--- src/rtl/tgc_consts.vh ---
`ifndef TGC_CONSTS_VH
`define TGC_CONSTS_VH

// register indices; byte address is four times the index
`define TGC_IDX_TIMER_CTRL   12'h20E
`define TGC_IDX_GATE_CTRL    12'h20F
`define TGC_IDX_GATE_SRC     12'h210
`define TGC_IDX_CLK_SRC      12'h211
`define TGC_IDX_IRQ_STATUS   12'h220
`define TGC_IDX_IRQ_MASK     12'h221

// timer control fields
`define TGC_BIT_ON           0

// gate control fields
`define TGC_BIT_GE           7
`define TGC_BIT_GATE_POLARITY         6
`define TGC_BIT_GTM          5
`define TGC_BIT_GATE_SINGLE_PULSE_MODE         4
`define TGC_BIT_GODONE       3
`define TGC_BIT_GATE_CURRENT_VALUE         2

// interrupt status and mask fields
`define TGC_IRQ_SP_DONE      0
`define TGC_IRQ_GATE_OPEN    1
`define TGC_IRQ_W            2

// reset values
`define TGC_RST_SEL          5'h00
`define TGC_RST_CTRL         8'h00
`define TGC_RST_IRQ          2'h0

// gate source codes
`define TGC_GS_PIN           5'h00
`define TGC_GS_BASE_OVF      5'h01
`define TGC_GS_GT1_OVF       5'h02
`define TGC_GS_PT1_POST      5'h03
`define TGC_GS_GT2_OVF       5'h04
`define TGC_GS_PT2_POST      5'h05
`define TGC_GS_GT3_OVF       5'h06
`define TGC_GS_PT3_POST      5'h07
`define TGC_GS_SMT_OVF       5'h08
`define TGC_GS_CCP1          5'h09
`define TGC_GS_CCP2          5'h0A
`define TGC_GS_CCP3          5'h0B
`define TGC_GS_CCP4          5'h0C
`define TGC_GS_PWM1          5'h0D
`define TGC_GS_PWM2          5'h0E
`define TGC_GS_NCO           5'h0F
`define TGC_GS_CMP1          5'h10
`define TGC_GS_CMP2          5'h11
`define TGC_GS_ZCD           5'h12
`define TGC_GS_LC1           5'h13
`define TGC_GS_LC2           5'h14
`define TGC_GS_LC3           5'h15
`define TGC_GS_LC4           5'h16

// clock source codes
`define TGC_CS_PIN           5'h00
`define TGC_CS_INSTR         5'h01
`define TGC_CS_SYS           5'h02
`define TGC_CS_HFOSC         5'h03
`define TGC_CS_LFOSC         5'h04
`define TGC_CS_MF500K        5'h05
`define TGC_CS_MF32K         5'h06
`define TGC_CS_SECONDARY_OSCILLATOR          5'h07
`define TGC_CS_REFCLK        5'h08
`define TGC_CS_BASE_OVF      5'h09
`define TGC_CS_GT1_OVF       5'h0A
`define TGC_CS_GT2_OVF       5'h0B
`define TGC_CS_GT3_OVF       5'h0C
`define TGC_CS_LC1           5'h0D
`define TGC_CS_LC2           5'h0E
`define TGC_CS_LC3           5'h0F
`define TGC_CS_LC4           5'h10

// bus responses
`define TGC_RESP_OKAY        2'h0
`define TGC_RESP_SLVERR      2'h2

`endif

--- src/rtl/tgc_gate_select.v ---
`timescale 1ns/100ps
`include "tgc_consts.vh"

module tgc_gate_select #(
  parameter INSTANCE = 1
) (
  input  wire        clock,
  input  wire        nrst,
  // axi4-lite slave
  input  wire [11:0] s_axi_awaddr,
  input  wire        s_axi_awvalid,
  output reg         s_axi_awready,
  input  wire [31:0] s_axi_wdata,
  input  wire [3:0]  s_axi_wstrb,
  input  wire        s_axi_wvalid,
  output reg         s_axi_wready,
  output reg  [1:0]  s_axi_bresp,
  output reg         s_axi_bvalid,
  input  wire        s_axi_bready,
  input  wire [11:0] s_axi_araddr,
  input  wire        s_axi_arvalid,
  output reg         s_axi_arready,
  output reg  [31:0] s_axi_rdata,
  output reg  [1:0]  s_axi_rresp,
  output reg         s_axi_rvalid,
  input  wire        s_axi_rready,
  // gate sources
  input  wire        remappableGatePin,
  input  wire        baseTimerOvf,
  input  wire [2:0]  gatedTimerOvf,
  input  wire [2:0]  periodTimerPostscaled,
  input  wire        signalMeasureOverflow,
  input  wire [3:0]  captureCompareOut,
  input  wire [1:0]  pwmUnitOut,
  input  wire        numericOscillatorOut,
  input  wire [1:0]  comparatorSyncOut,
  input  wire        zeroCrossOut,
  input  wire [3:0]  logicCellOut,
  // clock sources
  input  wire        remappableClockPin,
  input  wire        instrClock,
  input  wire        sysClock,
  input  wire        highFreqInternalOsc,
  input  wire        lowFreqInternalOsc,
  input  wire        midFreqInternalOsc500k,
  input  wire        midFreqInternalOsc32k,
  input  wire        secondaryOscillator,
  input  wire        referenceClockOut,
  // to the counter
  output reg         timerGateEnable,
  output reg         countClock,
  output reg         irq
);

  localparam SP_IDLE = 2'h0;
  localparam SP_ARMED = 2'h1;
  localparam SP_OPEN = 2'h2;

  // reset release through two flops
  reg rstMeta_reg;
  reg rstN_reg;
  always @(posedge clock or negedge nrst) begin
    if (!nrst) begin
      rstMeta_reg <= 1'b0;
      rstN_reg    <= 1'b0;
    end else begin
      rstMeta_reg <= 1'b1;
      rstN_reg    <= rstMeta_reg;
    end
  end

  // byte address to register index; unaligned addresses fall off the map
  function [12:0] addrIndex;
    input [11:0] addr;
    begin
      addrIndex = (addr[1:0] == 2'h0) ? {3'h0, addr[11:2]} : 13'h1FFF;
    end
  endfunction

  function isMapped;
    input [12:0] idx;
    begin
      if (idx == {1'b0, `TGC_IDX_TIMER_CTRL}) isMapped = 1'b1;
      else if (idx == {1'b0, `TGC_IDX_GATE_CTRL}) isMapped = 1'b1;
      else if (idx == {1'b0, `TGC_IDX_GATE_SRC}) isMapped = 1'b1;
      else if (idx == {1'b0, `TGC_IDX_CLK_SRC}) isMapped = 1'b1;
      else if (idx == {1'b0, `TGC_IDX_IRQ_STATUS}) isMapped = 1'b1;
      else if (idx == {1'b0, `TGC_IDX_IRQ_MASK}) isMapped = 1'b1;
      else isMapped = 1'b0;
    end
  endfunction

  // software state
  reg        timerOn_reg;
  reg        gateEnable_reg;
  reg        gatePolarity_reg;
  reg        gateToggleMode_reg;
  reg        gateSinglePulseMode_reg;
  reg        singlePulseGoDone_reg;
  reg [4:0]  gateSourceCode_reg;
  reg [4:0]  clockSourceCode_reg;
  reg [1:0]  irqStatus_reg;
  reg [1:0]  irqMask_reg;

  // gate path state
  reg        toggleFf_reg;
  reg        gatePrev_reg;
  reg [1:0]  spState_reg;
  reg        gateLive_reg;

  // write channel holding
  reg        awHeld_reg;
  reg        wHeld_reg;
  reg [11:0] awAddr_reg;
  reg [31:0] wData_reg;
  reg        wLane0_reg;

  // gate source mux; reserved and own-overflow codes drive rawGate low
  wire [4:0] gate_source_code = gateSourceCode_reg;
  reg        rawGate;
  always @* begin
    case (gate_source_code)
      `TGC_GS_PIN:      rawGate = remappableGatePin;
      `TGC_GS_BASE_OVF: rawGate = baseTimerOvf;
      `TGC_GS_PT1_POST: rawGate = periodTimerPostscaled[0];
      `TGC_GS_PT2_POST: rawGate = periodTimerPostscaled[1];
      `TGC_GS_PT3_POST: rawGate = periodTimerPostscaled[2];
      `TGC_GS_GT1_OVF:  rawGate = (INSTANCE != 1) & gatedTimerOvf[0];
      `TGC_GS_GT2_OVF:  rawGate = (INSTANCE != 2) & gatedTimerOvf[1];
      `TGC_GS_GT3_OVF:  rawGate = (INSTANCE != 3) & gatedTimerOvf[2];
      `TGC_GS_SMT_OVF:  rawGate = signalMeasureOverflow;
      `TGC_GS_CCP1:     rawGate = captureCompareOut[0];
      `TGC_GS_CCP2:     rawGate = captureCompareOut[1];
      `TGC_GS_CCP3:     rawGate = captureCompareOut[2];
      `TGC_GS_CCP4:     rawGate = captureCompareOut[3];
      `TGC_GS_PWM1:     rawGate = pwmUnitOut[0];
      `TGC_GS_PWM2:     rawGate = pwmUnitOut[1];
      `TGC_GS_NCO:      rawGate = numericOscillatorOut;
      `TGC_GS_CMP1:     rawGate = comparatorSyncOut[0];
      `TGC_GS_CMP2:     rawGate = comparatorSyncOut[1];
      `TGC_GS_ZCD:      rawGate = zeroCrossOut;
      `TGC_GS_LC1:      rawGate = logicCellOut[0];
      `TGC_GS_LC2:      rawGate = logicCellOut[1];
      `TGC_GS_LC3:      rawGate = logicCellOut[2];
      `TGC_GS_LC4:      rawGate = logicCellOut[3];
      default:          rawGate = 1'b0;
    endcase
  end

  // clock source mux; reserved codes hold the clock low so nothing counts
  reg selClock;
  always @* begin
    case (clockSourceCode_reg)
      `TGC_CS_PIN:      selClock = remappableClockPin;
      `TGC_CS_INSTR:    selClock = instrClock;
      `TGC_CS_SYS:      selClock = sysClock;
      `TGC_CS_HFOSC:    selClock = highFreqInternalOsc;
      `TGC_CS_LFOSC:    selClock = lowFreqInternalOsc;
      `TGC_CS_MF500K:   selClock = midFreqInternalOsc500k;
      `TGC_CS_MF32K:    selClock = midFreqInternalOsc32k;
      `TGC_CS_SECONDARY_OSCILLATOR:     selClock = secondaryOscillator;
      `TGC_CS_REFCLK:   selClock = referenceClockOut;
      `TGC_CS_BASE_OVF: selClock = baseTimerOvf;
      `TGC_CS_GT1_OVF:  selClock = (INSTANCE != 1) & gatedTimerOvf[0];
      `TGC_CS_GT2_OVF:  selClock = (INSTANCE != 2) & gatedTimerOvf[1];
      `TGC_CS_GT3_OVF:  selClock = (INSTANCE != 3) & gatedTimerOvf[2];
      `TGC_CS_LC4:      selClock = logicCellOut[3];
      `TGC_CS_LC3:      selClock = logicCellOut[2];
      `TGC_CS_LC2:      selClock = logicCellOut[1];
      `TGC_CS_LC1:      selClock = logicCellOut[0];
      default:          selClock = 1'b0;
    endcase
  end

  // polarity makes the active level high; toggle mode substitutes the flip-flop
  wire activeGate  = gatePolarity_reg ? rawGate : ~rawGate;
  wire shapedGate  = gateToggleMode_reg ? toggleFf_reg : activeGate;
  wire activeRise  = activeGate & ~gatePrev_reg;
  reg  shapedPrev_reg;
  wire shapedRise  = shapedGate & ~shapedPrev_reg;
  wire shapedFall  = ~shapedGate & shapedPrev_reg;
  // single-pulse gate is open only in the open state
  wire finalGate   = gateSinglePulseMode_reg ? (spState_reg == SP_OPEN) & shapedGate
                                             : shapedGate;

  // bus write strobe: both halves held, lane 0 carries the 8-bit fields
  wire        doWrite  = awHeld_reg & wHeld_reg & ~s_axi_bvalid;
  wire [12:0] wIdx     = addrIndex(awAddr_reg);
  wire        wrLane   = doWrite & wLane0_reg;
  wire        wrGCtrl  = wrLane & (wIdx == {1'b0, `TGC_IDX_GATE_CTRL});
  wire        wrTCtrl  = wrLane & (wIdx == {1'b0, `TGC_IDX_TIMER_CTRL});
  wire        wrGSrc   = wrLane & (wIdx == {1'b0, `TGC_IDX_GATE_SRC});
  wire        wrCSrc   = wrLane & (wIdx == {1'b0, `TGC_IDX_CLK_SRC});
  wire        wrMask   = wrLane & (wIdx == {1'b0, `TGC_IDX_IRQ_MASK});
  wire        newSpm   = wrGCtrl ? wData_reg[`TGC_BIT_GATE_SINGLE_PULSE_MODE] : gateSinglePulseMode_reg;
  wire        armReq   = wrGCtrl & wData_reg[`TGC_BIT_GODONE] & newSpm;

  // read strobe
  wire        doRead   = s_axi_arvalid & s_axi_arready;
  wire [12:0] rIdx     = addrIndex(s_axi_araddr);
  wire        rdStatus = doRead & (rIdx == {1'b0, `TGC_IDX_IRQ_STATUS});

  // single-pulse sequencing
  wire spDone = gateSinglePulseMode_reg & (spState_reg == SP_OPEN) & shapedFall;
  reg [1:0] spState_next;
  always @* begin
    spState_next = spState_reg;
    case (spState_reg)
      SP_IDLE:  if (armReq) spState_next = SP_ARMED;
      SP_ARMED: if (shapedRise) spState_next = SP_OPEN;
      SP_OPEN:  if (shapedFall) spState_next = SP_IDLE;
      default:  spState_next = SP_IDLE;
    endcase
    if (!newSpm) spState_next = SP_IDLE;
    else if (armReq && spState_reg == SP_IDLE) spState_next = SP_ARMED;
  end

  // gate path and control fields; reset clears them all, writes keep the rest
  always @(posedge clock or negedge rstN_reg) begin
    if (!rstN_reg) begin
      timerOn_reg             <= 1'b0;
      gateEnable_reg          <= 1'b0;
      gatePolarity_reg        <= 1'b0;
      gateToggleMode_reg      <= 1'b0;
      gateSinglePulseMode_reg <= 1'b0;
      singlePulseGoDone_reg   <= 1'b0;
      gateSourceCode_reg      <= `TGC_RST_SEL;
      clockSourceCode_reg     <= `TGC_RST_SEL;
      toggleFf_reg            <= 1'b0;
      gatePrev_reg            <= 1'b0;
      shapedPrev_reg          <= 1'b0;
      spState_reg             <= SP_IDLE;
      gateLive_reg            <= 1'b0;
    end else begin
      gatePrev_reg   <= activeGate;
      shapedPrev_reg <= shapedGate;
      gateLive_reg   <= finalGate;
      spState_reg    <= spState_next;
      if (wrTCtrl) timerOn_reg <= wData_reg[`TGC_BIT_ON];
      if (wrGCtrl) begin
        gateEnable_reg          <= wData_reg[`TGC_BIT_GE];
        gatePolarity_reg        <= wData_reg[`TGC_BIT_GATE_POLARITY];
        gateToggleMode_reg      <= wData_reg[`TGC_BIT_GTM];
        gateSinglePulseMode_reg <= wData_reg[`TGC_BIT_GATE_SINGLE_PULSE_MODE];
      end
      if (wrGSrc) gateSourceCode_reg <= wData_reg[4:0];
      if (wrCSrc) clockSourceCode_reg <= wData_reg[4:0];
      // toggle mode off holds the flip-flop cleared
      if (wrGCtrl && !wData_reg[`TGC_BIT_GTM])
        toggleFf_reg <= 1'b0;
      else if (!gateToggleMode_reg)
        toggleFf_reg <= 1'b0;
      else if (activeRise)
        toggleFf_reg <= ~toggleFf_reg;
      // arming wins over completion in the same cycle; mode off always clears
      if (!newSpm)
        singlePulseGoDone_reg <= 1'b0;
      else if (armReq)
        singlePulseGoDone_reg <= 1'b1;
      else if (spDone)
        singlePulseGoDone_reg <= 1'b0;
    end
  end

  // outputs to the counter, registered
  always @(posedge clock or negedge rstN_reg) begin
    if (!rstN_reg) begin
      timerGateEnable <= 1'b0;
      countClock      <= 1'b0;
    end else begin
      timerGateEnable <= timerOn_reg & (~gateEnable_reg | finalGate);
      countClock      <= selClock;
    end
  end

  // sticky events; a read clears, but a new event in that cycle survives
  wire       gateOpenEvt = finalGate & ~gateLive_reg;
  wire [1:0] irqEvents   = {gateOpenEvt, spDone};
  always @(posedge clock or negedge rstN_reg) begin
    if (!rstN_reg) begin
      irqStatus_reg <= `TGC_RST_IRQ;
      irqMask_reg   <= `TGC_RST_IRQ;
      irq           <= 1'b0;
    end else begin
      irqStatus_reg <= (rdStatus ? 2'h0 : irqStatus_reg) | irqEvents;
      if (wrMask) irqMask_reg <= wData_reg[1:0];
      irq <= |(((rdStatus ? 2'h0 : irqStatus_reg) | irqEvents) & irqMask_reg);
    end
  end

  // write channel: address and data taken in either order, answer after both
  always @(posedge clock or negedge rstN_reg) begin
    if (!rstN_reg) begin
      awHeld_reg    <= 1'b0;
      wHeld_reg     <= 1'b0;
      awAddr_reg    <= 12'h000;
      wData_reg     <= 32'h00000000;
      wLane0_reg    <= 1'b0;
      s_axi_awready <= 1'b0;
      s_axi_wready  <= 1'b0;
      s_axi_bvalid  <= 1'b0;
      s_axi_bresp   <= `TGC_RESP_OKAY;
    end else begin
      s_axi_awready <= ~awHeld_reg & ~(s_axi_awvalid & s_axi_awready) & ~s_axi_bvalid;
      s_axi_wready  <= ~wHeld_reg & ~(s_axi_wvalid & s_axi_wready) & ~s_axi_bvalid;
      if (s_axi_awvalid && s_axi_awready) begin
        awHeld_reg <= 1'b1;
        awAddr_reg <= s_axi_awaddr;
      end
      if (s_axi_wvalid && s_axi_wready) begin
        wHeld_reg  <= 1'b1;
        wData_reg  <= s_axi_wdata;
        wLane0_reg <= s_axi_wstrb[0];
      end
      if (doWrite) begin
        awHeld_reg   <= 1'b0;
        wHeld_reg    <= 1'b0;
        s_axi_bvalid <= 1'b1;
        s_axi_bresp  <= isMapped(wIdx) ? `TGC_RESP_OKAY : `TGC_RESP_SLVERR;
      end else if (s_axi_bvalid && s_axi_bready) begin
        s_axi_bvalid <= 1'b0;
      end
    end
  end

  // read data mux; reserved bits read zero
  reg [31:0] rMux;
  always @* begin
    rMux = 32'h00000000;
    if (rIdx == {1'b0, `TGC_IDX_TIMER_CTRL})
      rMux[`TGC_BIT_ON] = timerOn_reg;
    else if (rIdx == {1'b0, `TGC_IDX_GATE_CTRL}) begin
      rMux[`TGC_BIT_GE]     = gateEnable_reg;
      rMux[`TGC_BIT_GATE_POLARITY]   = gatePolarity_reg;
      rMux[`TGC_BIT_GTM]    = gateToggleMode_reg;
      rMux[`TGC_BIT_GATE_SINGLE_PULSE_MODE]   = gateSinglePulseMode_reg;
      rMux[`TGC_BIT_GODONE] = singlePulseGoDone_reg;
      rMux[`TGC_BIT_GATE_CURRENT_VALUE]   = gateLive_reg;
    end else if (rIdx == {1'b0, `TGC_IDX_GATE_SRC})
      rMux[4:0] = gateSourceCode_reg;
    else if (rIdx == {1'b0, `TGC_IDX_CLK_SRC})
      rMux[4:0] = clockSourceCode_reg;
    else if (rIdx == {1'b0, `TGC_IDX_IRQ_STATUS})
      rMux[1:0] = irqStatus_reg;
    else if (rIdx == {1'b0, `TGC_IDX_IRQ_MASK})
      rMux[1:0] = irqMask_reg;
  end

  // read channel: one outstanding read, answer one cycle after acceptance
  always @(posedge clock or negedge rstN_reg) begin
    if (!rstN_reg) begin
      s_axi_arready <= 1'b0;
      s_axi_rvalid  <= 1'b0;
      s_axi_rdata   <= 32'h00000000;
      s_axi_rresp   <= `TGC_RESP_OKAY;
    end else begin
      s_axi_arready <= ~s_axi_rvalid & ~doRead;
      if (doRead) begin
        s_axi_rvalid <= 1'b1;
        s_axi_rdata  <= rMux;
        s_axi_rresp  <= isMapped(rIdx) ? `TGC_RESP_OKAY : `TGC_RESP_SLVERR;
      end else if (s_axi_rvalid && s_axi_rready) begin
        s_axi_rvalid <= 1'b0;
      end
    end
  end

endmodule // tgc_gate_select

--- config.mk ---
export PLATFORM = sky130hd
export DESIGN_NAME = tgc_gate_select
export DESIGN_NICKNAME = d
export VERILOG_FILES = /design/src/rtl/tgc_gate_select.v
export VERILOG_INCLUDE_DIRS = /design/src /design/src/rtl
export SDC_FILE = /design/constraint.sdc
export NUM_CORES = 1
export LEC_CHECK = 0
export BUFFER_PORTS_ARGS = -buffer_cell sky130_fd_sc_hd__buf_2
export CAP_MARGIN = 20
export CELL_PAD_IN_SITES_DETAIL_PLACEMENT = 1
export CELL_PAD_IN_SITES_GLOBAL_PLACEMENT = 1
export CORE_ASPECT_RATIO = 1.5
export CORE_UTILIZATION = 36
export CTS_CLUSTER_DIAMETER = 150
export CTS_CLUSTER_SIZE = 24
export DETAILED_ROUTE_END_ITERATION = 8
export GPL_TIMING_DRIVEN = 1
export MAX_ROUTING_LAYER = met4
export PLACE_DENSITY_LB_ADDON = 0.1
export SKIP_LAST_GASP = 1
export SLEW_MARGIN = 5
export SYNTH_ARGS = -nofsm -noshare
export SYNTH_HDL_FRONTEND = slang
export SYNTH_SLANG_ARGS = --single-unit
--- constraint.sdc ---
create_clock -name clock -period 2.4 [get_ports clock]
set_input_delay 0.12 -clock clock [delete_from_list [all_inputs] [get_ports clock]]
set_output_delay 0.12 -clock clock [all_outputs]
set_load 0.01 [all_outputs]
==> out/results.txt <==
Cts bufs inserted = 9
Initial core utilization = 0.370
Crit Path Class = reg2reg
Clk_lat worst skew = 0.33 ns
Row count = 44
Clock Tree Buf Depth = 2
Hold WC Path Type = in2reg
DR iter-0 viols = 86
First-pass DRT Iterations = 4
Pins over their slew limit = 0
GRT Util Overall = 0.171
Worst Path Required = 2.61 ns
WP data arrival = 2.63 ns
Post-layout nets = 537
Total number of vias = 2810
Post-Route WL = 8410 um
Reg clk slew, reported paths = 0.06 ns
Vias in the first global route = 2785
Most frequent cells in the layout = 88 x buf_2, 65 x dfrtp_1, 37 x mux2_2
Global route overflow = 0
H-Tree Depth = 3
Post-synth EDFFs = 0
Critical Path End Type = flip-flop
Max reg flops = 12
Design Power = 0.00364 W
Ports = 143
Post-route DRC = 0
Die Y = 124 um
Status = finished with violations
Relative slew margins = 0.630
Setup_tns = -0.0129 ns
Least-Margin Pin Slew = 0.554 ns
Largest net degree at the start of global routing = 47
Final Hold Viols = 0
Post-Route Utilization = 0.471
Top_reg_cell synth = dfrtp_1
Final setup margin = -0.0129 ns
Fmax = 0.414 GHz
Unrepaired setup endpoints after global routing = true
Final Setup Violations = 1
Die ar. = 10300 um^2
Met3 WL = 284 um
Post-synth ARST share = 1.00
CTS tree = yes
Fill count = 1101
Clock root cell = clkbuf_16
Failing checks = negative setup slack
Synthesis-stage register bit count = 69
Max-cap check violation count = 0
Critical Path Start Type = flip-flop
Most common cell after layout, fill and taps aside = buf_2
N_diodes = 0
Synth cell types = 52
Core area = 9630 um^2
Layout cells sized above 1 = 0.406
Post-route ant nets = 0
Clock sink count = 69
Lkg Pwr = 2.16 nW
Routed wire length per instance = 15.1 um
Gpl congestion = 0.816
Max layer used = met4
Met2 WL post-DR = 4690 um
Syn Inst Count = 329
Die width = 83.2 um
Max Clock Skew = 0.00702 ns
Initial antenna violation count = 0
Post-synthesis sequential area ratio = 0.485
Max FO, Critical Path = 3
Post-Syn Area = 3560 um^2
Buffers on Ports = 88
Global-route wire length before repair = 13300 um
Min cycle time layout = 2.41 ns
Final worst-path cycle share = 1.01
Via density = 5.04
Wl on met1 = 3360 um
Worst VDD drop = 0.768 mV
P per Cell Area = 801 nW/um^2
Number of synthesis warnings = 0
Layout area overhead = 27.5%
Post-DP HPWL = 6660 um
Hold slack = 0.0240 ns
Mapped Avg Cell Area = 10.8 um^2
[synthesized netlist by cell type, drive strengths merged, types with 2 or more instances]
cell / number / area share
nor4: 3 / 0.0053
nor2b: 5 / 0.0088
nand3: 11 / 0.015
o31a: 2 / 0.0049
nand2b: 2 / 0.0035
mux2: 38 / 0.12
mux2i: 13 / 0.037
nand4b: 5 / 0.012
a31oi: 3 / 0.0053
or3: 6 / 0.012
dfrtp: 69 / 0.48
mux4: 4 / 0.025
a21o: 3 / 0.0063
o311ai: 2 / 0.0049
nor3: 4 / 0.0056
clkbuf: 10 / 0.011
a21oi: 11 / 0.015
nor2: 15 / 0.016
a211oi: 3 / 0.0063
or2: 3 / 0.0053
a22o: 2 / 0.0049
and4b: 2 / 0.0056
o21ai: 27 / 0.038
nand2: 24 / 0.025
and3: 2 / 0.0035
inv: 12 / 0.013
conb: 2 / 0.0021
buf: 29 / 0.060
[path summary, 6_finish.rpt]
check | slack (ns) | endpoint | startpoint | depth (start not counted)
min in group asynchronous | 0.10 | rstMeta_reg | nrst | 2
setup reg to reg | -0.01 | spState_reg[1] | awAddr_reg[10] | 6
max in group asynchronous | 1.52 | gateSourceCode_reg[2] | rstN_reg | 1
hold / removal | 0.02 | wData_reg[4] | s_axi_wdata[4] | 2
hold reg to reg | 0.24 | s_axi_wready | rstN_reg | 0
setup / recovery | -0.01 | spState_reg[1] | awAddr_reg[10] | 6
[routing by layer]
metal	up-vias	GRT usage
met1	1386	0.181
met3	8	0.0318
met5	-	-
met2	61	0.322
met4	0	0.0517
li1	1355	-
[where the power goes]
part,switching (W),leakage (nW),internal (W)
registers,0.000198,0.870,0.00142
clock network,0.000473,0.159,0.000920
logic,0.000284,1.13,0.000343
[worst max-delay path, stage by stage (launching register included)]
cell and delay [ns]:
dfrtp_1 0.37, or4b_4 0.55, or3_4 0.34, or3_4 0.38
mux2_4 0.32, and4_4 0.15, a32o_1 0.20
[per-stage QoR]
stage	setup slack (ns)	std cells	instance area, um^2
detailed placement	-0.0867	537	4150
global route	-0.0732	558	4540
global placement	-0.0612	537	4150
CTS	-0.0579	558	4530
floorplan	-0.112	354	3660
finish	-0.0129	558	4540
[layout make-up]
cell class,instances,area (um^2),share of cell area
clock buffers,14,284,0.0625
clock inverters,2,38.8,0.00854
inverters,12,45.0,0.00992
multi-input cells,234,1650,0.364
flip-flops and latches,69,1730,0.381
well taps,115,144,0.0317
repair buffers,112,646,0.142
[cells by family after synthesis]
logic type / share of synthesized area
buffers and inverters: 0.0836
muxes: 0.183
and+or+nand+nor: 0.135
DFF: 0.485
other: 0.00211
AOI/OAI and AO/OA: 0.112
[timing repair]
| action | 4_1_cts | 5_1_grt |
|---|---|---|
| hold buffers | 5 | 0 |
| buffers inserted | 0 | 0 |
| resized for setup | 4 | 4 |
| hold endpoints to repair | 6 | 0 |
| pin swaps | 3 | 3 |
| endpoints found under the setup margin | 6 | 4 |
Note: power is estimated with default switching activity, not from simulation.
